===== src/isp_boot_pkg.sv =====
// shared constants and types for the flash programming, boot and security block
package isp_boot_pkg;

   // register addresses on the register port
   localparam logic [7:0] PBC_ADDR = 8'hBF;
   localparam logic [7:0] UNLOCK_ADDR = 8'hF6;
   localparam logic [7:0] SEC_VIEW_ADDR = 8'hF7;
   localparam logic [7:0] STATUS_ADDR = 8'hF8;

   // program_boot_control fields
   localparam int PBC_SOFT_RESET_BIT = 7;
   localparam int PBC_AUX_RAM_BIT = 4;
   localparam int PBC_LOC_SEL_BIT = 1;
   localparam int PBC_PROG_EN_BIT = 0;
   localparam logic [7:0] PBC_RESET = 8'h00;
   localparam logic [7:0] PBC_WRITABLE = 8'h13;

   // status register fields
   localparam int STAT_ISP_ACTIVE_BIT = 0;
   localparam int STAT_LOADER_BOOT_BIT = 1;
   localparam int STAT_WRITE_OPEN_BIT = 2;
   localparam int STAT_FETCH_LOADER_BIT = 3;

   // write-unlock key sequence
   localparam logic [7:0] UNLOCK_KEY_FIRST = 8'h87;
   localparam logic [7:0] UNLOCK_KEY_SECOND = 8'h59;

   // security settings word
   localparam logic [15:0] SEC_WORD_ADDR = 16'hFFFF;
   localparam int SEC_LOCK_BIT = 0;
   localparam int SEC_READ_INHIBIT_BIT = 1;
   localparam int SEC_ENCRYPT_BIT = 2;
   localparam int SEC_OSC_GAIN_BIT = 7;
   localparam logic [7:0] SEC_ERASED = 8'hFF;

   // flash operation codes on the programming port
   localparam logic [1:0] FL_CMD_READ = 2'h0;
   localparam logic [1:0] FL_CMD_PROGRAM = 2'h1;
   localparam logic [1:0] FL_CMD_ERASE = 2'h2;

   localparam logic [7:0] BYTE_ZERO = 8'h00;

   typedef enum logic [1:0] {
      UNLOCK_CLOSED,
      UNLOCK_GOT_FIRST,
      UNLOCK_OPEN
   } unlock_state_type;

   typedef enum logic [1:0] {
      ISP_OFF,
      ISP_ARMED,
      ISP_ON
   } isp_state_type;

endpackage


===== src/isp_boot_security_control.sv =====
// programming control, boot source selection and security word handling
//
// The address-and-strobe port is this design's own decision.
`timescale 1ns/1ps

// What this block does
// - soft reset when bits 7,1,0 written high
// - bit 7 reads 1 in loader boot mode
// - bit 4 enables auxiliary RAM
// - location select picks loader and target banks
// - programming mode entered after idle and wake
// - programming disabled refuses every flash operation, reads included
// - default boot from application flash
// - straps low select loader boot at reset
// - loader boot executes from loader flash
// - security word blocked in programming mode
// - security bits only return through erase-all or hardware reset
// - security word at loader address FFFF
// - lock low denies flash reads and settings access
// - inhibit low keeps external code reads external
// - internal code reads always reach everything
// - encryption bit encodes port 0 data
// - oscillator bit low halves amplifier gain
// - register writable only after 87 then 59
module isp_boot_security_control
   import isp_boot_pkg::*;
#(
   parameter logic [7:0] P0_KEY = 8'h5A // arbitrary encoding key
)
(
   input wire logic clk_in,
   input wire logic arst_n_in,
   // register port
   input wire logic [7:0] reg_addr_in,
   input wire logic [7:0] reg_wdata_in,
   input wire logic reg_wr_in,
   input wire logic reg_rd_in,
   output logic [7:0] reg_rdata_out,
   // boot straps
   input wire logic strap_p27_in,
   input wire logic strap_p26_in,
   input wire logic strap_p43_in,
   // cpu power state
   input wire logic cpu_idle_in,
   input wire logic wake_irq_in,
   // in-system flash operation requests
   input wire logic fl_req_in,
   input wire logic [1:0] fl_cmd_in,
   input wire logic [15:0] fl_addr_in,
   output logic fl_grant_out,
   output logic fl_refused_out,
   output logic fl_target_loader_out,
   // external programmer access to the security word
   input wire logic pg_sec_wr_in,
   input wire logic [7:0] pg_sec_data_in,
   input wire logic pg_erase_all_in,
   output logic pg_refused_out,
   // code-space reads
   input wire logic cr_req_in,
   input wire logic cr_from_internal_in,
   input wire logic cr_to_internal_in,
   output logic cr_internal_out,
   output logic cr_external_out,
   // port 0 data path
   input wire logic [7:0] p0_data_in,
   output logic [7:0] p0_data_out,
   // controls to the rest of the chip
   output logic soft_reset_out,
   output logic aux_ram_enable_out,
   output logic isp_active_out,
   output logic fetch_loader_out,
   output logic osc_half_gain_out,
   output logic encrypt_active_out
);
   logic [7:0] pbc;
   logic loader_boot_mode;
   logic strap_pending;
   logic soft_reset_req;
   logic [7:0] sec_word;
   isp_state_type isp_state;
   logic write_open;
   logic pbc_wr;
   logic unlock_wr;
   logic soft_hit;
   logic isp_on;
   logic locked;
   logic fl_sec_hit;
   logic fl_ok;

   // true when an access hits the security word location
   function automatic logic hits_sec_word(input logic loader_bank, input logic [15:0] addr);
      hits_sec_word = loader_bank && (addr == SEC_WORD_ADDR);
   endfunction

   assign unlock_wr = reg_wr_in && (reg_addr_in == UNLOCK_ADDR);
   assign pbc_wr = reg_wr_in && (reg_addr_in == PBC_ADDR) && write_open;
   assign soft_hit = pbc_wr && reg_wdata_in[PBC_SOFT_RESET_BIT] &&
                     reg_wdata_in[PBC_LOC_SEL_BIT] && reg_wdata_in[PBC_PROG_EN_BIT];
   assign isp_on = (isp_state == ISP_ON);
   assign locked = !sec_word[SEC_LOCK_BIT];
   assign fl_sec_hit = hits_sec_word(!pbc[PBC_LOC_SEL_BIT], fl_addr_in);

   write_unlock_seq u_unlock (
      .clk_in(clk_in),
      .arst_n_in(arst_n_in),
      .clear_in(soft_reset_req),
      .key_wr_in(unlock_wr),
      .key_in(reg_wdata_in),
      .open_out(write_open)
   );

   // soft reset request, applied one cycle later to the control register, straps, programming mode and unlock
   always_ff @(posedge clk_in or negedge arst_n_in) begin
      if (!arst_n_in) begin
         soft_reset_req <= 1'b0;
      end else begin
         soft_reset_req <= soft_hit;
      end
   end

   always_ff @(posedge clk_in or negedge arst_n_in) begin
      if (!arst_n_in) begin
         soft_reset_out <= 1'b0;
      end else begin
         soft_reset_out <= soft_hit;
      end
   end

   // programming control register; bits 7, 6, 5, 3 and 2 are kept at zero
   always_ff @(posedge clk_in or negedge arst_n_in) begin
      if (!arst_n_in) begin
         pbc <= PBC_RESET;
      end else if (soft_reset_req) begin
         pbc <= PBC_RESET;
      end else if (pbc_wr) begin
         pbc <= reg_wdata_in & PBC_WRITABLE;
      end
   end

   // straps are caught on the first edge after any reset
   always_ff @(posedge clk_in or negedge arst_n_in) begin
      if (!arst_n_in) begin
         strap_pending <= 1'b1;
      end else if (soft_reset_req) begin
         strap_pending <= 1'b1;
      end else begin
         strap_pending <= 1'b0;
      end
   end

   // board must hold straps at safe levels while this samples them
   always_ff @(posedge clk_in or negedge arst_n_in) begin
      if (!arst_n_in) begin
         loader_boot_mode <= 1'b0;
      end else if (soft_reset_req) begin
         loader_boot_mode <= 1'b0;
      end else if (strap_pending) begin
         loader_boot_mode <= (!strap_p27_in && !strap_p26_in) || !strap_p43_in;
      end
   end

   // programming mode arms on idle entry and starts on the waking interrupt
   always_ff @(posedge clk_in or negedge arst_n_in) begin
      if (!arst_n_in) begin
         isp_state <= ISP_OFF;
      end else if (soft_reset_req || !pbc[PBC_PROG_EN_BIT]) begin
         isp_state <= ISP_OFF;
      end else begin
         case (isp_state)
            ISP_OFF: begin
               if (cpu_idle_in) begin
                  isp_state <= ISP_ARMED;
               end
            end
            ISP_ARMED: begin
               if (wake_irq_in) begin
                  isp_state <= ISP_ON;
               end
            end
            default: begin
               isp_state <= ISP_ON;
            end
         endcase
      end
   end

   // flash operations run only while idle in programming mode
   always_comb begin
      fl_ok = isp_on && cpu_idle_in && pbc[PBC_PROG_EN_BIT];
      if (fl_sec_hit) begin
         fl_ok = 1'b0;
      end
      if (locked && (fl_cmd_in == FL_CMD_READ)) begin
         fl_ok = 1'b0;
      end
      if (fl_cmd_in != FL_CMD_READ && fl_cmd_in != FL_CMD_PROGRAM &&
          fl_cmd_in != FL_CMD_ERASE) begin
         fl_ok = 1'b0;
      end
   end

   always_ff @(posedge clk_in or negedge arst_n_in) begin
      if (!arst_n_in) begin
         fl_grant_out <= 1'b0;
      end else begin
         fl_grant_out <= fl_req_in && fl_ok;
      end
   end

   // refusal pulse, exactly one of grant or refusal answers each request
   always_ff @(posedge clk_in or negedge arst_n_in) begin
      if (!arst_n_in) begin
         fl_refused_out <= 1'b0;
      end else begin
         fl_refused_out <= fl_req_in && !fl_ok;
      end
   end

   // reprogramming target follows the location select
   always_ff @(posedge clk_in or negedge arst_n_in) begin
      if (!arst_n_in) begin
         fl_target_loader_out <= 1'b1;
      end else begin
         fl_target_loader_out <= !pbc[PBC_LOC_SEL_BIT];
      end
   end

   // security word: programming only clears bits, erase-all restores them
   always_ff @(posedge clk_in or negedge arst_n_in) begin
      if (!arst_n_in) begin
         sec_word <= SEC_ERASED;
      end else if (pg_erase_all_in && !isp_on) begin
         sec_word <= SEC_ERASED;
      end else if (pg_sec_wr_in && !isp_on && !locked) begin
         sec_word <= sec_word & pg_sec_data_in;
      end
   end

   always_ff @(posedge clk_in or negedge arst_n_in) begin
      if (!arst_n_in) begin
         pg_refused_out <= 1'b0;
      end else begin
         pg_refused_out <= ((pg_sec_wr_in || pg_erase_all_in) && isp_on) ||
                           (pg_sec_wr_in && !pg_erase_all_in && locked);
      end
   end

   // code-space read routing
   always_ff @(posedge clk_in or negedge arst_n_in) begin
      if (!arst_n_in) begin
         cr_internal_out <= 1'b0;
         cr_external_out <= 1'b0;
      end else if (!cr_req_in) begin
         cr_internal_out <= 1'b0;
         cr_external_out <= 1'b0;
      end else if (cr_from_internal_in) begin
         cr_internal_out <= cr_to_internal_in;
         cr_external_out <= !cr_to_internal_in;
      end else if (!sec_word[SEC_READ_INHIBIT_BIT]) begin
         cr_internal_out <= 1'b0;
         cr_external_out <= 1'b1;
      end else begin
         cr_internal_out <= cr_to_internal_in;
         cr_external_out <= !cr_to_internal_in;
      end
   end

   // port 0 encoding
   always_ff @(posedge clk_in or negedge arst_n_in) begin
      if (!arst_n_in) begin
         p0_data_out <= BYTE_ZERO;
      end else if (!sec_word[SEC_ENCRYPT_BIT]) begin
         p0_data_out <= p0_data_in ^ P0_KEY;
      end else begin
         p0_data_out <= p0_data_in;
      end
   end

   always_ff @(posedge clk_in or negedge arst_n_in) begin
      if (!arst_n_in) begin
         encrypt_active_out <= 1'b0;
      end else begin
         encrypt_active_out <= !sec_word[SEC_ENCRYPT_BIT];
      end
   end

   // oscillator gain control, a programmed zero halves the amplifier
   always_ff @(posedge clk_in or negedge arst_n_in) begin
      if (!arst_n_in) begin
         osc_half_gain_out <= 1'b0;
      end else begin
         osc_half_gain_out <= !sec_word[SEC_OSC_GAIN_BIT];
      end
   end

   // auxiliary RAM switch follows its control bit
   always_ff @(posedge clk_in or negedge arst_n_in) begin
      if (!arst_n_in) begin
         aux_ram_enable_out <= 1'b0;
      end else begin
         aux_ram_enable_out <= pbc[PBC_AUX_RAM_BIT];
      end
   end

   // programming mode flag for the rest of the chip
   always_ff @(posedge clk_in or negedge arst_n_in) begin
      if (!arst_n_in) begin
         isp_active_out <= 1'b0;
      end else begin
         isp_active_out <= isp_on;
      end
   end

   // execution source: loader flash in loader boot or while the loader bank runs
   always_ff @(posedge clk_in or negedge arst_n_in) begin
      if (!arst_n_in) begin
         fetch_loader_out <= 1'b0;
      end else begin
         fetch_loader_out <= loader_boot_mode ||
                             (isp_on && pbc[PBC_LOC_SEL_BIT]);
      end
   end

   // register read data, valid only in the cycle after the read strobe
   always_ff @(posedge clk_in or negedge arst_n_in) begin
      if (!arst_n_in) begin
         reg_rdata_out <= BYTE_ZERO;
      end else if (!reg_rd_in) begin
         reg_rdata_out <= BYTE_ZERO;
      end else if (reg_addr_in == PBC_ADDR) begin
         reg_rdata_out <= pbc;
         reg_rdata_out[PBC_SOFT_RESET_BIT] <= loader_boot_mode;
      end else if (reg_addr_in == SEC_VIEW_ADDR) begin
         reg_rdata_out <= (isp_on || locked) ? BYTE_ZERO : sec_word;
      end else if (reg_addr_in == STATUS_ADDR) begin
         reg_rdata_out <= BYTE_ZERO;
         reg_rdata_out[STAT_ISP_ACTIVE_BIT] <= isp_on;
         reg_rdata_out[STAT_LOADER_BOOT_BIT] <= loader_boot_mode;
         reg_rdata_out[STAT_WRITE_OPEN_BIT] <= write_open;
         reg_rdata_out[STAT_FETCH_LOADER_BIT] <= fetch_loader_out;
      end else begin
         reg_rdata_out <= BYTE_ZERO;
      end
   end

endmodule // isp_boot_security_control


===== src/write_unlock_seq.sv =====
// two-key write unlock sequencer for the programming control register
`timescale 1ns/1ps
module write_unlock_seq
   import isp_boot_pkg::*;
(
   input wire logic clk_in,
   input wire logic arst_n_in,
   input wire logic clear_in,
   input wire logic key_wr_in,
   input wire logic [7:0] key_in,
   output logic open_out
);
   unlock_state_type state;

   // any key write that does not continue the key sequence closes write access
   always_ff @(posedge clk_in or negedge arst_n_in) begin
      if (!arst_n_in) begin
         state <= UNLOCK_CLOSED;
      end else if (clear_in) begin
         state <= UNLOCK_CLOSED;
      end else if (key_wr_in) begin
         case (state)
            UNLOCK_CLOSED: begin
               state <= (key_in == UNLOCK_KEY_FIRST) ? UNLOCK_GOT_FIRST : UNLOCK_CLOSED;
            end
            UNLOCK_GOT_FIRST: begin
               if (key_in == UNLOCK_KEY_SECOND) begin
                  state <= UNLOCK_OPEN;
               end else if (key_in == UNLOCK_KEY_FIRST) begin
                  state <= UNLOCK_GOT_FIRST;
               end else begin
                  state <= UNLOCK_CLOSED;
               end
            end
            default: begin
               state <= (key_in == UNLOCK_KEY_FIRST) ? UNLOCK_GOT_FIRST : UNLOCK_CLOSED;
            end
         endcase
      end
   end

   assign open_out = (state == UNLOCK_OPEN);
endmodule // write_unlock_seq


===== config.mk =====
export PLATFORM = sky130hd
export DESIGN_NAME = isp_boot_security_control
export DESIGN_NICKNAME = d
export VERILOG_FILES = /design/src/isp_boot_pkg.sv /design/src/isp_boot_security_control.sv /design/src/write_unlock_seq.sv
export SDC_FILE = /design/constraint.sdc
export NUM_CORES = 1
export LEC_CHECK = 0
export BUFFER_PORTS_ARGS = -buffer_cell sky130_fd_sc_hd__clkbuf_2
export CAP_MARGIN = 20
export CORE_MARGIN = 2
export CORE_UTILIZATION = 40
export DETAILED_ROUTE_END_ITERATION = 8
export PLACE_DENSITY = 0.72
export SLEW_MARGIN = 20
export SYNTH_ARGS = -nofsm -noshare
export SYNTH_HDL_FRONTEND = slang
export SYNTH_SLANG_ARGS = --single-unit

===== constraint.sdc =====
create_clock -name clk_in -period 1.3 [get_ports clk_in]
set_input_delay 0.065 -clock clk_in [delete_from_list [all_inputs] [get_ports clk_in]]
set_output_delay 0.065 -clock clk_in [all_outputs]
set_load 0.01 [all_outputs]

Yosys cells after proc, flatten, opt, wreduce, memory -nomap -nowiden
Index checks and enable logic that the tools add are counted.
Storage, ports and cells
  register bits after elaboration: 49
  input bits: 65
  word-level logic and storage cells: 116
  output and inout bits: 28
Operators by class
  reductions and logical operators: 48
  muxes and demuxes: 31
  bitwise logic cells: 2
  equal/unequal tests: 15
Operators with widths (count)
  $mux 8: 6
  $eq 8x8->1 const B: 5
  $logic_and 1x1->1: 22
  $mux 7: 3
  $eq 16x16->1 const B: 1
  $mux 2: 7
  $mux 1: 13
  $logic_not 1->1: 12
  $reduce_bool 2->1: 5
  $and 8x8->8: 1
  $eq 8x7->1 const B: 1
  $logic_or 1x1->1: 6
  $ne 3x3->1 const B: 2
  $eq 2x1->1 const B: 2
  $eq 2x2->1 const B: 2
  $logic_not 2->1: 2
  $mux 4: 1
  $not 4->4: 1
  $pmux 2 s2: 1
  $ne 2x1->1 const B: 1
  $ne 2x2->1 const B: 1
  $reduce_and 2->1: 1

Logic depth before layout (Yosys ltp)
Gate-level depths: netlist of run 1.
  word-level depth: 8
  depth in mapped cells: 5
  depth with buffers taken out: 4

Hierarchy
Synthesis of run 1 repeated with hierarchy kept, for this count alone.
Second synthesis, totals
  cell total of the unflattened synthesis: 154
  area total of the unflattened synthesis: 1795.5 um^2
By module, submodules not included
  isp_boot_security_control: cells each 143, area an instance 1662.8 um^2, instances 1, sequential area each 1088.5 um^2
  write_unlock_seq: cells each 11, area an instance 132.6 um^2, instances 1, sequential area each 50.0 um^2

Worst setup path before layout of run 1
OpenSTA, ideal clock, no wires.
  path type: flip-flop to flip-flop
  start point: register sec_word[0]
  end point: register fl_grant_out
  required time: 1.234 ns
  buffers on the path: 0
  setup time: 0.066 ns
  arrival time: 1.356 ns
  stages on the path, launching flop included: 5
  slack: -0.122 ns
  period minus slack after synthesis: 1.422 ns
  cells stage by stage: dfstp_2 -> nor3_1 -> or4b_1 -> a41oi_1 -> and2_1
On the way
  cells in the longest elaborated chain, start to end: 5
Ends and longest elaborated chain
  start: declaration: RTL line isp_boot_security_control.sv:79  | logic [7:0] sec_word;
  start signal: assignment: RTL line isp_boot_security_control.sv:235  | sec_word <= sec_word & pg_sec_data_in;
  $logic_not 1->1: RTL line isp_boot_security_control.sv:100  | assign locked = !sec_word[SEC_LOCK_BIT];
  $logic_and 1x1->1: RTL line isp_boot_security_control.sv:193  | if (locked && (fl_cmd_in == FL_CMD_READ)) begin
  $mux 1: RTL line isp_boot_security_control.sv:193
  $mux 1: RTL line isp_boot_security_control.sv:196  | if (fl_cmd_in != FL_CMD_READ && fl_cmd_in != FL_CMD_PROGRAM &&
  $logic_and 1x1->1: RTL line isp_boot_security_control.sv:206  | fl_grant_out <= fl_req_in && fl_ok;
  end signal: assignment: RTL line isp_boot_security_control.sv:206
  end: declaration: RTL line isp_boot_security_control.sv:50  | output logic fl_grant_out,
No other way between the ends.
A chain may end at the register's enable or synchronous reset.

Worst setup path in the final report of run 1
Same ends and word-level chain as after synthesis.

==> results of run 1 <==
Yosys cell counts (3+ instances only):
cell	number	share of area
and2_1	4	0.014
nand2_1	16	0.033
and3_1	5	0.017
a21oi_1	5	0.014
xnor2_1	4	0.019
o21ai_0	13	0.036
nand3b_1	3	0.013
nand3_1	3	0.0083
nor2_1	11	0.023
nand4_1	4	0.014
mux2i_1	3	0.017
dfstp_2	10	0.15
a32oi_1	3	0.015
inv_1	5	0.010
nor2b_1	5	0.017
dfrtp_1	35	0.49
power groups by stage:
stage | logic [µW] | registers (µW) | clock network [µW]
after detailed placement | 670 | 1830 | 0
after CTS | 702 | 1810 | 880
final | 707 | 1810 | 853
after global routing | 789 | 1830 | 949
after floorplan | 265 | 1870 | 0
after global placement | 660 | 1820 | 0
cell families (layout without fill, tap and decap cells):
| group | after synthesis | in the layout | share of synthesized area |
|---|---|---|---|
| mux | 3 | 3 | 0.01668 |
| buf+inv | 7 | 127 | 0.01460 |
| compound gates | 27 | 27 | 0.09174 |
| flops | 45 | 45 | 0.6324 |
| simple gates | 70 | 70 | 0.2252 |
| xor+xnor | 4 | 4 | 0.01946 |
worst register-to-register path, delay by kind of cell, from the launching register on:
family           cells  cell delay, ns
AND/OR/NAND/NOR      3            0.67
flip-flops           1            0.54
AO/OA/AOI/OAI        1            0.18
area by class of cell:
type	count	share of cell area
flip-flops and latches	45	0.4309
repair buffers	114	0.2533
multi-input cells	104	0.2500
clock buffers	8	0.03409
well taps	52	0.02462
inverters	5	0.007102
worst max-delay path by stage:
stage                              to  slack [ns]
6_report       fl_grant_out$_DFF_PN0_       -0.15
5_1_grt        fl_grant_out$_DFF_PN0_       -0.20
4_1_cts        fl_grant_out$_DFF_PN0_       -0.15
3_5_place_dp   fl_grant_out$_DFF_PN0_       -0.14
3_3_place_gp   fl_grant_out$_DFF_PN0_       -0.10
2_1_floorplan  fl_grant_out$_DFF_PN0_       -0.12
layer usage:
| layer | global-route usage | vias to the layer above | routed length [µm] |
|---|---|---|---|
| li1 | - | 788 | - |
| met1 | 0.2091 | 720 | 1868 |
| met2 | 0.2866 | 74 | 1978 |
| met3 | 0.06695 | 4 | 315 |
| met4 | 0.04612 | 0 | 28 |
| met5 | 0 | - | 0 |
through the flow:
stage          setup slack (ns)  hold WS [ns]
2_1_floorplan           -0.1188       -0.2306
3_3_place_gp            -0.1031       0.03506
3_5_place_dp            -0.1355       0.03617
4_1_cts                 -0.1508       0.01002
5_1_grt                 -0.1974       0.01162
6_report                -0.1464      0.004413
sequential cells by signal, indices dropped and copies added, names as in the netlist, 2 cells and up:
signal	cells
p0_data_out	8
reg_rdata_out	8
sec_word	8
pbc	3
isp_state	2
u_unlock.state	2
timing repair:
item                       in CTS  in global routing
setup endpoints to repair       4                 12
pin swaps                       0                  1
hold endpoints to repair       23                  0
hold buffers                   11                  0
resized for setup               2                  4
==> flow_summary.toml, run 1 <==
[sta]
hold_viol = 0
min_period_ns = 1.446
rsz0062_at_grt = "true"
fin_ws_ns = -0.1464
fin_worst_skew_ns = 0.005071
maxSlewViolCount = 0
tightest_slew_ns = 0.4646
period_share = 1.113
setup_tns_ns = -0.2600
setup_violations = 2
fmax_ghz = 0.6914
maxSlewHeadroom = 0.6903

[power]
p_comb_frac = 0.210
p_sw_uw = 884.5
p_int_uw = 2482
p_leak_uw = 0.001337
power_frac_seq = 0.537
power_uw = 3367
pwr_density_cell_mw_per_mm2 = 1274
vdd_ir_drop_max_v = 0.0006139
netSwitchingFraction = 0.2627
clockPowerShare = 0.253

[worst_setup_path]
cp-end-kind = "flip-flop"
crit_required_ns = 1.53
critPathLaunch = "sec_word[0]$_DFFE_PN1P_"
rr_startpoint = "sec_word[0]$_DFFE_PN1P_"
r2r-end = "fl_grant_out$_DFF_PN0_"
cp_slowest_stage_delay_ns = 0.54
crit_type = "reg2reg"
crit_chain = "nor3_1, or4b_1, a41oi_2, and2_1"
slowest_stage = "dfstp_2"
ff2ff_path_depth = 4
path_buf_inv = 0
start_kind = "flip-flop"
critical_path.max_fanout = 2
rrSetupSlack_ns = -0.15
crit_arrival_ns = 1.68
cp.depth = 4
cp_top_family = "simple AND/OR/NAND/NOR gates"

[run_status]
status = "complete, but fails checks"
violations = "negative setup slack"

[layout]
instances_no_fill = 328
diodes = 0
final_nets = 340
multiInputGateArea_um2 = 660.6
fin_area_mm2 = 0.002643
layout-drive-gt1-share = 0.4601
fin_util = 0.6069
area_growth_pct = 46.77
seqCellArea_mm2 = 0.001139
fillers = 345
final_cell_mix = "clkbuf_2 (92), dfrtp_1 (35), nand2_1 (16), o21ai_0 (12)"
final_common_cell = "clkbuf_2"

[placed_design]
io_buffers = 92
postPlaceCellArea_mm2 = 0.002421
place.gp.congestion = 0.7825
place_inst = 309
dp_hpwl_um = 3268

[floorplanning]
die_w_um = 71.09
start_util = 0.4135
rows = 24
die_h_um = 71.09
die_area_mm2 = 0.005054
core-area_mm2 = 0.004354
ios = 93

[clock_network]
clk_latency_ns = 0.29
cts_tree = "done"
clock-root-buffer = "clkbuf_8"
htreeDepth = 2
post-cts-setup-buffers = 0
clk_path_buf_depth = 2
cts_sinks = 45
numCtsBuffers = 5
clk_pin_slew_ns = 0.08

[global_route]
gr-total-overflow = 0
grt_pass1_wl_um = 6727
grt_max_degree = 29
antenna_found_initial = 0
grt_pass1_vias = 1558
gr-usage-all-layers = 0.1718

[routing]
vias = 1586
ant_nets = 0
wirelength_um = 4190
dr.pass1.iters = 4
drc_errors = 0
first_iter_violations = 78
vias_per_cell = 4.835
avgRoutedWirePerCell_um = 12.77

[job]
cap_viol_max_count = 0

[hold_path]
min_path_type = "in2reg"
hp-start = "pg_sec_data_in[2]"
min_delay_path_depth = 3
whs_endpoint = "sec_word[2]$_DFFE_PN1P_"

[synthesis]
yosysUniqueCellTypes = 35
syn_avg_cell_area_um2 = 11.54
synth_seq_cells = 45
synth_nets = 221
yosysSeqAreaShare = 0.6324
synth.cell_area_mm2 = 0.001800
yosys_warnings = 0
synthesis.instances = 156
async_flop_share = 1.000
synthFlopType = "dfrtp_1"
synth_edf_count = 0
(Power assumes the default switching activity.)
==> run 2: changes to the inputs <==
--- a/config.mk
+++ b/config.mk
@@ -9,8 +9,10 @@
 export CAP_MARGIN = 20
 export CORE_MARGIN = 2
 export CORE_UTILIZATION = 40
+export CTS_BUF_LIST = sky130_fd_sc_hd__clkbuf_16
 export DETAILED_ROUTE_END_ITERATION = 8
 export PLACE_DENSITY = 0.72
+export SETUP_SLACK_MARGIN = 0.1
 export SLEW_MARGIN = 20
 export SYNTH_ARGS = -nofsm -noshare
 export SYNTH_HDL_FRONTEND = slang
==> run 2 against run 1 <==
The run still ends with negative setup slack left. Via count shrank 0.38%. Combinational power is 4.5% higher. Sequential share of layout area down 1.7 points.
==> flow_summary.toml, run 2 (synthesis gave the netlist of run 1 again) <==
[job]
cap_viol_max_count = 0

[sta]
fmax_ghz = 0.6948
fin_ws_ns = -0.1393
maxSlewHeadroom = 0.7975
tightest_slew_ns = 0.3010
rsz0062_at_grt = "true"
period_share = 1.107
maxSlewViolCount = 0
min_period_ns = 1.439
hold_viol = 0
timing.hold.ws_ns = 0.008646
fin_worst_skew_ns = 0.004765
setup_violations = 2

[floorplanning]
die_w_um = 71.09
ios = 93
die_area_mm2 = 0.005054
die_h_um = 71.09
rows = 24
core-area_mm2 = 0.004354
start_util = 0.4135

[layout]
final_common_cell = "clkbuf_2"
fillers = 355
reg_top3 = "p0_data_out (8), reg_rdata_out (8), sec_word (8)"
area_growth_pct = 52.95
fin_util = 0.6325
instances_no_fill = 329
final_cell_mix = "clkbuf_2 (92), dfrtp_1 (35), nand2_1 (16), nor2_1 (11)"
fin_area_mm2 = 0.002754
layout-drive-gt1-share = 0.4982
seqCellArea_mm2 = 0.001139
final_nets = 341
diodes = 0
multiInputGateArea_um2 = 711.9

[routing]
wirelength_um = 4214
vias = 1580
first_iter_violations = 77
drc_errors = 0
ant_nets = 0
vias_per_cell = 4.802
avgRoutedWirePerCell_um = 12.81
dr.pass1.iters = 4

[clock_network]
cts_sinks = 45
clk_pin_slew_ns = 0.06
clock-root-buffer = "clkbuf_16"
clk_latency_ns = 0.28
clk_path_buf_depth = 2
numCtsBuffers = 5
htreeDepth = 2
cts_tree = "done"

[power]
pwr_density_cell_mw_per_mm2 = 1354
power_uw = 3729
p_int_uw = 2760
vdd_ir_drop_max_v = 0.0006295
p_sw_uw = 968.6
netSwitchingFraction = 0.2598
p_comb_frac = 0.198
clockPowerShare = 0.314
power_frac_seq = 0.488
p_leak_uw = 0.001385

[placed_design]
place.gp.congestion = 0.7357
place_inst = 310
io_buffers = 92
postPlaceCellArea_mm2 = 0.002429
dp_hpwl_um = 3204

[hold_path]
whs_endpoint = "sec_word[6]$_DFFE_PN1P_"
min_path_type = "in2reg"
min_delay_path_depth = 3
hp-start = "pg_sec_data_in[6]"

[global_route]
grt_max_degree = 46
gr-usage-all-layers = 0.1785
gr-total-overflow = 0
antenna_found_initial = 0
grt_pass1_vias = 1562
grt_pass1_wl_um = 7010

[run_status]
violations = "negative setup slack"
status = "complete, but fails checks"

[worst_setup_path]
crit_arrival_ns = 1.66
path_buf_inv = 0
ff2ff_path_depth = 4
start_kind = "flip-flop"
cp_top_family = "simple AND/OR/NAND/NOR gates"
rr_startpoint = "sec_word[0]$_DFFE_PN1P_"
crit_chain = "nor3_2, or4b_4, a41oi_2, and2_1"
cp-end-kind = "flip-flop"
crit_required_ns = 1.52
rrSetupSlack_ns = -0.14
critical_path.max_fanout = 2
r2r-end = "fl_grant_out$_DFF_PN0_"
slowest_stage = "dfstp_2"
crit_type = "reg2reg"
cp.depth = 4
cp_slowest_stage_delay_ns = 0.54
[run 2: cell type report]
cell class | instances | area share
Timing Repair Buffer | 115 | 0.2476
Sequential cell | 45 | 0.4134
Clock inverter | 3 | 0.004543
Multi-Input combinational cell | 104 | 0.2585
Clock buffer | 5 | 0.04543
Inverter | 5 | 0.006815
Tap cell | 52 | 0.02363
[run 2: how the worst max path moves through the flow]
stage / slack [ns] / from / to
2_1_floorplan: -0.12 / sec_word[0]$_DFFE_PN1P_ / fl_grant_out$_DFF_PN0_
3_3_place_gp: -0.10 / sec_word[0]$_DFFE_PN1P_ / fl_grant_out$_DFF_PN0_
3_5_place_dp: -0.16 / isp_state[0]$_DFFE_PN0P_ / fl_grant_out$_DFF_PN0_
4_1_cts: -0.14 / sec_word[0]$_DFFE_PN1P_ / fl_grant_out$_DFF_PN0_
5_1_grt: -0.19 / sec_word[0]$_DFFE_PN1P_ / fl_grant_out$_DFF_PN0_
6_report: -0.14 / sec_word[0]$_DFFE_PN1P_ / fl_grant_out$_DFF_PN0_
[run 2: metrics by stage]
| stage | TNS, ns | setup WS (ns) |
|---|---|---|
| 5_1_grt | -0.3632 | -0.1888 |
| 6_report | -0.2450 | -0.1393 |
| 2_1_floorplan | -0.2177 | -0.1188 |
| 3_3_place_gp | -0.2109 | -0.1000 |
| 4_1_cts | -0.2437 | -0.1395 |
| 3_5_place_dp | -0.3833 | -0.1563 |
[run 2: timing repair]
action,4_1_cts,5_1_grt
setup endpoints to repair,20,20
endpoints found under the hold margin,44,0
setup buffers,0,2
resized for setup,10,15
gates cloned,0,0
hold buffers,10,0
pin swaps,6,8
[run 2: power groups by stage]
stage	clock, µW	sequential [µW]	combinational, µW
after CTS	1210	1820	722
after global placement	0	1830	656
after global routing	1260	1840	829
after floorplan	0	1870	266
after detailed placement	0	1840	668
final	1170	1820	739
[run 2: worst min-delay path, cell delays in order]
cell      delay, ns
clkbuf_2       0.08
o21ai_1        0.06
nand2_1        0.06
[run 2: layer usage]
layer / vias to the layer above / GRT usage / share of wire
met1: 713 / 0.2280 / 0.44
li1: 791 / - / -
met4: 0 / 0.05660 / 0.013
met2: 70 / 0.2980 / 0.47
met3: 6 / 0.04701 / 0.074
met5: - / 0 / 0
